### config.mk
export PLATFORM = sky130hd
export DESIGN_NAME = ocr_top
export DESIGN_NICKNAME = d
export VERILOG_FILES = /design/src/inc/ocr_pkg.sv /design/src/inc/ocr_reg_if.sv /design/src/core/ocr_axil_slave.sv /design/src/core/ocr_top.sv
export SDC_FILE = /design/constraint.sdc
export NUM_CORES = 1
export LEC_CHECK = 0
export BUFFER_PORTS_ARGS = -buffer_cell sky130_fd_sc_hd__buf_2
export CAP_MARGIN = 20
export CORE_UTILIZATION = 44
export DETAILED_ROUTE_END_ITERATION = 8
export PLACE_DENSITY = 0.83
export SETUP_SLACK_MARGIN = 0.02
export SYNTH_ARGS = -nofsm -noshare
export SYNTH_HDL_FRONTEND = slang
export SYNTH_SLANG_ARGS = --single-unit
### constraint.sdc
create_clock -name clk -period 2.5 [get_ports clk]
set_clock_uncertainty 0.1 [all_clocks]
set_input_delay 0.125 -clock clk [delete_from_list [all_inputs] [get_ports clk]]
set_output_delay 0.125 -clock clk [all_outputs]
set_load 0.01 [all_outputs]
### src/inc/ocr_pkg.sv
// shared constants for the octal clear-enable register block
`default_nettype none
package ocr_pkg;
	localparam int          DATA_W       = 8;
	localparam int          AXI_ADDR_W   = 4;
	localparam int          AXI_DATA_W   = 32;
	localparam int          AXI_STRB_W   = AXI_DATA_W / 8;
	localparam int          LOADS_W      = 16;

	// register byte addresses
	localparam logic [AXI_ADDR_W-1:0] REG_CTRL  = 4'h0;
	localparam logic [AXI_ADDR_W-1:0] REG_STAT  = 4'h4;
	localparam logic [AXI_ADDR_W-1:0] REG_LOADS = 4'h8;

	// control register fields
	localparam int          CTRL_W        = 2;
	localparam int          CTRL_HOLD_BIT = 0;
	localparam int          CTRL_WIPE_BIT = 1;
	localparam logic [CTRL_W-1:0] CTRL_RST = 2'h0;

	// status register fields
	localparam int          STAT_DRIVE_BIT = 8;
	localparam int          STAT_WIPE_BIT  = 9;
	localparam int          STAT_HOLD_BIT  = 10;

	// reset and clear values
	localparam logic [DATA_W-1:0]  STORE_CLR = 8'h00;
	localparam logic [LOADS_W-1:0] LOADS_RST = 16'h0000;
	localparam logic [LOADS_W-1:0] LOADS_ONE = 16'h0001;
	localparam logic [AXI_DATA_W-1:0] WORD_ZERO = 32'h0000_0000;

	// axi responses
	localparam logic [1:0]  RESP_OKAY   = 2'h0;
	localparam logic [1:0]  RESP_SLVERR = 2'h2;
endpackage
`default_nettype wire

### src/inc/ocr_reg_if.sv
// register access carrier between bus slave and register file
`timescale 1ns/1ps
`default_nettype none
interface ocr_reg_if
	import ocr_pkg::*;
();
	logic                    wrEn;
	logic [AXI_ADDR_W-1:0]   wrAddr;
	logic [AXI_DATA_W-1:0]   wrData;
	logic [AXI_STRB_W-1:0]   wrStrb;
	logic                    wrErr;
	logic [AXI_ADDR_W-1:0]   rdAddr;
	logic [AXI_DATA_W-1:0]   rdData;
	logic                    rdErr;

	modport slv (
		output wrEn,
		output wrAddr,
		output wrData,
		output wrStrb,
		output rdAddr,
		input  wrErr,
		input  rdData,
		input  rdErr
	);

	modport regs (
		input  wrEn,
		input  wrAddr,
		input  wrData,
		input  wrStrb,
		input  rdAddr,
		output wrErr,
		output rdData,
		output rdErr
	);
endinterface // ocr_reg_if
`default_nettype wire

### src/core/ocr_axil_slave.sv
// axi4-lite slave front end for the register file
`timescale 1ns/1ps
`default_nettype none
module ocr_axil_slave
	import ocr_pkg::*;
(
	input  wire logic                  clk,
	input  wire logic                  nrst,
	input  wire logic [AXI_ADDR_W-1:0] s_axil_awaddr,
	input  wire logic                  s_axil_awvalid,
	output var  logic                  s_axil_awready,
	input  wire logic [AXI_DATA_W-1:0] s_axil_wdata,
	input  wire logic [AXI_STRB_W-1:0] s_axil_wstrb,
	input  wire logic                  s_axil_wvalid,
	output var  logic                  s_axil_wready,
	output var  logic [1:0]            s_axil_bresp,
	output var  logic                  s_axil_bvalid,
	input  wire logic                  s_axil_bready,
	input  wire logic [AXI_ADDR_W-1:0] s_axil_araddr,
	input  wire logic                  s_axil_arvalid,
	output var  logic                  s_axil_arready,
	output var  logic [AXI_DATA_W-1:0] s_axil_rdata,
	output var  logic [1:0]            s_axil_rresp,
	output var  logic                  s_axil_rvalid,
	input  wire logic                  s_axil_rready,
	ocr_reg_if.slv                     regs
);
	logic                  awHeld_q;
	logic                  wHeld_q;
	logic [AXI_ADDR_W-1:0] awAddr_q;
	logic [AXI_DATA_W-1:0] wData_q;
	logic [AXI_STRB_W-1:0] wStrb_q;
	wire                   awHs    = s_axil_awvalid & s_axil_awready;
	wire                   wHs     = s_axil_wvalid & s_axil_wready;
	wire                   bHs     = s_axil_bvalid & s_axil_bready;
	wire                   arHs    = s_axil_arvalid & s_axil_arready;
	wire                   rHs     = s_axil_rvalid & s_axil_rready;
	wire                   doWrite = awHeld_q & wHeld_q & ~s_axil_bvalid;

	assign regs.wrEn   = doWrite;
	assign regs.wrAddr = awAddr_q;
	assign regs.wrData = wData_q;
	assign regs.wrStrb = wStrb_q;
	assign regs.rdAddr = s_axil_araddr;

	// write address and data, in either order
	always_ff @(posedge clk or negedge nrst) begin
		if (!nrst) begin
			s_axil_awready <= 1'b0;
			s_axil_wready  <= 1'b0;
			awHeld_q       <= 1'b0;
			wHeld_q        <= 1'b0;
			awAddr_q       <= '0;
			wData_q        <= WORD_ZERO;
			wStrb_q        <= '0;
		end else begin
			s_axil_awready <= ~awHs & ~awHeld_q & ~s_axil_bvalid;
			s_axil_wready  <= ~wHs & ~wHeld_q & ~s_axil_bvalid;
			awHeld_q       <= ~doWrite & (awHeld_q | awHs);
			wHeld_q        <= ~doWrite & (wHeld_q | wHs);
			if (awHs) awAddr_q <= s_axil_awaddr;
			if (wHs) wData_q <= s_axil_wdata;
			if (wHs) wStrb_q <= s_axil_wstrb;
		end
	end

	// write response
	always_ff @(posedge clk or negedge nrst) begin
		if (!nrst) begin
			s_axil_bvalid <= 1'b0;
			s_axil_bresp  <= RESP_OKAY;
		end else if (doWrite) begin
			s_axil_bvalid <= 1'b1;
			s_axil_bresp  <= regs.wrErr ? RESP_SLVERR : RESP_OKAY;
		end else if (bHs) begin
			s_axil_bvalid <= 1'b0;
		end
	end

	// read channel, answer one cycle after the address
	always_ff @(posedge clk or negedge nrst) begin
		if (!nrst) begin
			s_axil_arready <= 1'b0;
			s_axil_rvalid  <= 1'b0;
			s_axil_rdata   <= WORD_ZERO;
			s_axil_rresp   <= RESP_OKAY;
		end else begin
			s_axil_arready <= ~arHs & ~s_axil_rvalid;
			if (arHs) begin
				s_axil_rvalid <= 1'b1;
				s_axil_rdata  <= regs.rdData;
				s_axil_rresp  <= regs.rdErr ? RESP_SLVERR : RESP_OKAY;
			end else if (rHs) begin
				s_axil_rvalid <= 1'b0;
			end
		end
	end
endmodule // ocr_axil_slave
`default_nettype wire

### src/core/ocr_top.sv
// octal register with clear, load gate and gated drive enable
`timescale 1ns/1ps
`default_nettype none
module ocr_top
	import ocr_pkg::*;
#(
	parameter int WIDTH = DATA_W
)
(
	input  wire logic                  clk,
	input  wire logic                  nrst,

	input  wire logic [AXI_ADDR_W-1:0] s_axil_awaddr,
	input  wire logic [2:0]            s_axil_awprot,
	input  wire logic                  s_axil_awvalid,
	output var  logic                  s_axil_awready,
	input  wire logic [AXI_DATA_W-1:0] s_axil_wdata,
	input  wire logic [AXI_STRB_W-1:0] s_axil_wstrb,
	input  wire logic                  s_axil_wvalid,
	output var  logic                  s_axil_wready,
	output var  logic [1:0]            s_axil_bresp,
	output var  logic                  s_axil_bvalid,
	input  wire logic                  s_axil_bready,
	input  wire logic [AXI_ADDR_W-1:0] s_axil_araddr,
	input  wire logic [2:0]            s_axil_arprot,
	input  wire logic                  s_axil_arvalid,
	output var  logic                  s_axil_arready,
	output var  logic [AXI_DATA_W-1:0] s_axil_rdata,
	output var  logic [1:0]            s_axil_rresp,
	output var  logic                  s_axil_rvalid,
	input  wire logic                  s_axil_rready,

	input  wire logic                  shared_clock,
	input  wire logic [WIDTH-1:0]      data_in,
	input  wire logic                  loadGate_n,
	input  wire logic                  wipe_n,
	input  wire logic                  out_drive_a_n,
	input  wire logic                  out_drive_b_n,
	input  wire logic                  out_drive_c_n,
	output var  logic [WIDTH-1:0]      dataOut,
	output var  logic                  dataOutEn
);

	// register map helpers
	function automatic logic regMapped(input logic [AXI_ADDR_W-1:0] addr);
		return (addr == REG_CTRL) || (addr == REG_STAT) ||
			(addr == REG_LOADS);
	endfunction

	ocr_reg_if regIf ();

	// storage and control state
	logic [WIDTH-1:0]   storage_q;
	logic [WIDTH-1:0]   storage_d;
	logic               clkPrev_q;
	logic               driveEn_q;
	logic [CTRL_W-1:0]  ctrl_q;
	logic [CTRL_W-1:0]  ctrl_d;
	logic [LOADS_W-1:0] loads_q;
	logic [LOADS_W-1:0] loads_d;

	// pin decode
	wire               clkRise  = shared_clock & ~clkPrev_q;
	wire               wipeAct  = ~wipe_n | ctrl_q[CTRL_WIPE_BIT];
	wire               holdAct  = loadGate_n | ctrl_q[CTRL_HOLD_BIT];
	wire               doLoad   = clkRise & ~holdAct & ~wipeAct;
	wire [2:0]         oeBits   = {out_drive_c_n, out_drive_b_n,
		out_drive_a_n};
	wire               allLow   = ~|oeBits;

	// register write decode
	wire               wrCtrl   = regIf.wrEn & regIf.wrStrb[0] &
		(regIf.wrAddr == REG_CTRL);
	wire               wrLoads  = regIf.wrEn & regIf.wrStrb[0] &
		(regIf.wrAddr == REG_LOADS);

	// register read selection
	wire [AXI_DATA_W-1:0] ctrlWord = {{(AXI_DATA_W-CTRL_W){1'b0}}, ctrl_q};
	wire [AXI_DATA_W-1:0] statStore = AXI_DATA_W'(storage_q);
	wire [AXI_DATA_W-1:0] statDrive =
		AXI_DATA_W'(driveEn_q) << STAT_DRIVE_BIT;
	wire [AXI_DATA_W-1:0] statWipe  =
		AXI_DATA_W'(wipeAct) << STAT_WIPE_BIT;
	wire [AXI_DATA_W-1:0] statHold  =
		AXI_DATA_W'(holdAct) << STAT_HOLD_BIT;
	wire [AXI_DATA_W-1:0] statWord  =
		statStore | statDrive | statWipe | statHold;
	wire [AXI_DATA_W-1:0] loadWord = {{(AXI_DATA_W-LOADS_W){1'b0}}, loads_q};

	assign regIf.wrErr  = ~regMapped(regIf.wrAddr);
	assign regIf.rdErr  = ~regMapped(regIf.rdAddr);
	assign regIf.rdData = (regIf.rdAddr == REG_CTRL)  ? ctrlWord :
		(regIf.rdAddr == REG_STAT)  ? statWord :
		(regIf.rdAddr == REG_LOADS) ? loadWord : WORD_ZERO;

	// next values
	assign ctrl_d    = wrCtrl ? regIf.wrData[CTRL_W-1:0] : ctrl_q;
	assign storage_d = wipeAct ? STORE_CLR :
		doLoad ? data_in : storage_q;
	assign loads_d   = doLoad ? loads_q + LOADS_ONE :
		wrLoads ? LOADS_RST : loads_q;

	// all bits share one edge detector and one load decision
	always_ff @(posedge clk or negedge nrst) begin
		if (!nrst) begin
			storage_q <= STORE_CLR;
			clkPrev_q <= 1'b0;
		end else begin
			storage_q <= storage_d;
			clkPrev_q <= shared_clock;
		end
	end

	// drive enable, set only when every enable is low
	always_ff @(posedge clk or negedge nrst) begin
		if (!nrst) begin
			driveEn_q <= 1'b0;
		end else begin
			driveEn_q <= allLow;
		end
	end

	// software control and load count
	always_ff @(posedge clk or negedge nrst) begin
		if (!nrst) begin
			ctrl_q  <= CTRL_RST;
			loads_q <= LOADS_RST;
		end else begin
			ctrl_q  <= ctrl_d;
			loads_q <= loads_d;
		end
	end

	// outputs: stored bits as is, plus separate drive enable
	assign dataOut   = storage_q;
	assign dataOutEn = driveEn_q;

	ocr_axil_slave u_slave (
		.clk            (clk),
		.nrst           (nrst),
		.s_axil_awaddr  (s_axil_awaddr),
		.s_axil_awvalid (s_axil_awvalid),
		.s_axil_awready (s_axil_awready),
		.s_axil_wdata   (s_axil_wdata),
		.s_axil_wstrb   (s_axil_wstrb),
		.s_axil_wvalid  (s_axil_wvalid),
		.s_axil_wready  (s_axil_wready),
		.s_axil_bresp   (s_axil_bresp),
		.s_axil_bvalid  (s_axil_bvalid),
		.s_axil_bready  (s_axil_bready),
		.s_axil_araddr  (s_axil_araddr),
		.s_axil_arvalid (s_axil_arvalid),
		.s_axil_arready (s_axil_arready),
		.s_axil_rdata   (s_axil_rdata),
		.s_axil_rresp   (s_axil_rresp),
		.s_axil_rvalid  (s_axil_rvalid),
		.s_axil_rready  (s_axil_rready),
		.regs           (regIf.slv)
	);
endmodule // ocr_top
`default_nettype wire

==> results.txt <==
Initial DRC count: 124
Fin. Hold Viols: 0
Setup TNS: 0 ps
PortBufs: 63
Root Buffer: clkbuf_8
Post-synth top area cell: dfrtp_1
Max-cap viol count: 0
Antenna Cells: 0
Std-Cell Rows: 29
Post-CTS Resized: 0
Final setup fails: 0
Die ar.: 6840 um2
Commonest non-fill, non-tap cell in the layout: buf_2
Residual DRC: 0
Reg2reg setup slack: 580 ps
FFs w/ async S/R, synth: 1.00
Register area share after synthesis: 0.524
Detailed Route WL: 6200 um
Worst EP required: 2620 ps
Period utilization: 0.768
Worst path cell trace: or4b_4 -> nor2_8 -> a21oi_4 -> a211o_1
Worst-path fanout max: 19
Post-layout nets: 433
P_leak: 1.87 nW
Initial core utilization: 0.454
Critical Path End Type: register
Worst Path Class, Setup: register to register
WL/cell: 14.0 um
Htree depth: 3
Fillers: 516
Hold path endpoint: loads_q[4]
Final WS setup: 579 ps
Hold Slack: 88.0 ps
Worst IR Drop VDD: 0.566 mV
GP Congestion: 0.850
Largest stage delay on the critical path: 580 ps
CP max stage cell: or4b_4
Worst setup SP type: register
First-pass GRT wire length: 10300 um
Fmax: 520 MHz
Hold path startpoint: loadGate_n
Layout cell share with drive strength beyond 1: 0.279
Post-layout min period: 1920 ps
Slew Limit Fails: 0
Worst-margin pin slew: 752 ps
Mean Syn Cell Area: 10.7 um2
Family with the most delay on the worst path: simple AND/OR/NAND/NOR gates
Cell Pwr Density: 827 nW/um2
Clock buffer depth: 2
Cells after synthesis: 267
IO Count: 121
Reg-to-reg startpoint: ctrl_q[0]
RSZ-0062 raised after global routing: false
Clock latency on the worst-skew pair: 340 ps
Commonest non-fill, non-tap cells in the layout: 63 x buf_2, 60 x dfrtp_1, 39 x nand2_1
Initial antenna violation count: 0
Vias post-DR: 2302
Hold crit path type: primary input to register
Area fraction of the dominant cell type after synthesis: 0.524
Finished Core Util: 0.584
DIE HEIGHT: 82.7 um
Vias in the first global route: 2281
Clock-pin slew on the worst setup and hold paths: 70 ps
Post-DP HPWL: 4260 um
Largest net degree at the start of global routing: 61
Pre-CTS WS: 582 ps
Post-synth EDFFs: 0
CTS tree: done
Slew headroom: 0.499
Worst reg2reg endpoint: loads_q[8]
Count of cell types in the netlist: 49
Cell Area, Synth: 2870 um2
Bufs and invs on worst path: 0
DRT Pass-1 Iters: 4
CP arrival: 2050 ps
GRT Overall Usage: 0.206
Status: completed
Post-route ant nets: 0
#FFs+latches synth: 60
Core Area: 6310 um2
Vias per Instance: 5.20
Ys Warns: 0
P&R area growth vs syn: 28.7%
Main synth FF type: dfrtp_1
Grt ovf: 0
Count of clock tree sinks: 60
Total CTS buffers: 9
Die W: 82.7 um
WHS Path Cells: 4
Synth area leaders: dfrtp_1 52%, nand2_1 5.1%, buf_4 4.7%
Worst R2R Path Depth: 4
[final cells by class]
cell class	instances	area, um2	share of cell area
Inverter	5	18.8	0.00509
Timing Repair Buffer	93	601	0.163
Multi-Input combinational cell	192	1220	0.331
Tap cell	77	96.3	0.0261
Clock buffer	12	155	0.0421
Clock inverter	4	95.1	0.0258
Sequential cell	60	1500	0.407
[cells by family (layout without fill, tap and decap cells)]
logic type | after synthesis | in the layout | synth area share
buf+inv | 32 | 114 | 0.0720
simple gates | 95 | 95 | 0.186
flops | 60 | 60 | 0.524
compound gates | 61 | 61 | 0.149
other cells | 1 | 18 | 0.00131
fa+ha+maj | 1 | 1 | 0.00437
mux | 17 | 17 | 0.0633
[where the power goes]
group | total [mW] | switching (mW) | internal (mW)
Combinational | 0.590 | 0.299 | 0.291
Clock | 1.08 | 0.369 | 0.715
Sequential | 1.38 | 0.209 | 1.17
Total | 3.05 | 0.877 | 2.18
[worst register-to-register path, stage by stage, from the launching register on]
cell	delay (ps)
dfrtp_1	420
or4b_4	580
nor2_8	290
a21oi_4	100
a211o_1	320
[stage by stage]
step | instance area [um2] | cells | total power [mW]
floorplan | 2930 | 284 | 1.76
global placement | 3200 | 403 | 1.92
detailed placement | 3200 | 403 | 1.96
CTS | 3690 | 443 | 3.08
global route | 3690 | 443 | 3.25
finish | 3690 | 443 | 3.05
[how the worst max path moves through the flow]
stage | from | to | slack (ps) | cells after the start
global placement | ctrl_q[0] | loads_q[13] | 590 | 4
floorplan | clkPrev_q | loads_q[13] | 760 | 5
finish | ctrl_q[0] | loads_q[8] | 580 | 4
CTS | ctrl_q[0] | loads_q[8] | 560 | 4
global route | ctrl_q[0] | loads_q[8] | 490 | 4
detailed placement | ctrl_q[0] | loads_q[8] | 580 | 4
[sequential cells by signal (all words and copies together) (netlist names)]
| signal | count |
|---|---|
| u_slave.awHeld_q | 1 |
| u_slave.regs.wrStrb | 1 |
| u_slave.s_axil_awready | 1 |
| u_slave.wHeld_q | 1 |
| loads_q | 16 |
| u_slave.s_axil_bresp | 1 |
| u_slave.s_axil_rvalid | 1 |
| u_slave.s_axil_rdata | 16 |
| dataOutEn | 1 |
| u_slave.regs.wrAddr | 4 |
| clkPrev_q | 1 |
| u_slave.s_axil_arready | 1 |
| dataOut | 8 |
| u_slave.regs.wrData | 2 |
| u_slave.s_axil_wready | 1 |
| ctrl_q | 2 |
| u_slave.s_axil_bvalid | 1 |
| u_slave.s_axil_rresp | 1 |
[per-layer routing]
metal | up-vias | wire [um] | global-route usage | share of wire
met5 | - | 0 | 0 | 0
met4 | 0 | 56 | 0.0759 | 0.0090
met3 | 6 | 333 | 0.0703 | 0.054
met2 | 80 | 3140 | 0.354 | 0.51
met1 | 1099 | 2670 | 0.237 | 0.43
li1 | 1117 | - | - | -
[Yosys cell counts (2+ instances only)]
library cell / count
nand4_1: 3
buf_4: 18
inv_1: 5
and3_1: 6
o21ai_0: 20
a31oi_1: 2
nor4_1: 2
nor3_1: 5
buf_2: 2
nor2b_1: 4
nand3_1: 11
a21o_1: 3
or3_1: 2
a21oi_1: 6
dfrtp_1: 60
clkbuf_1: 4
nor4b_2: 2
nand2_1: 39
nor2_1: 9
a22o_1: 11
mux2i_1: 8
a22oi_1: 8
buf_6: 2
mux2_2: 9
a211o_1: 2
[what timing repair did]
action / in CTS / in global routing
hold endpoints to repair: 83 / 0
hold buffers: 24 / 0
setup buffers: 0 / 0
Power figures use the tool's default switching activity.
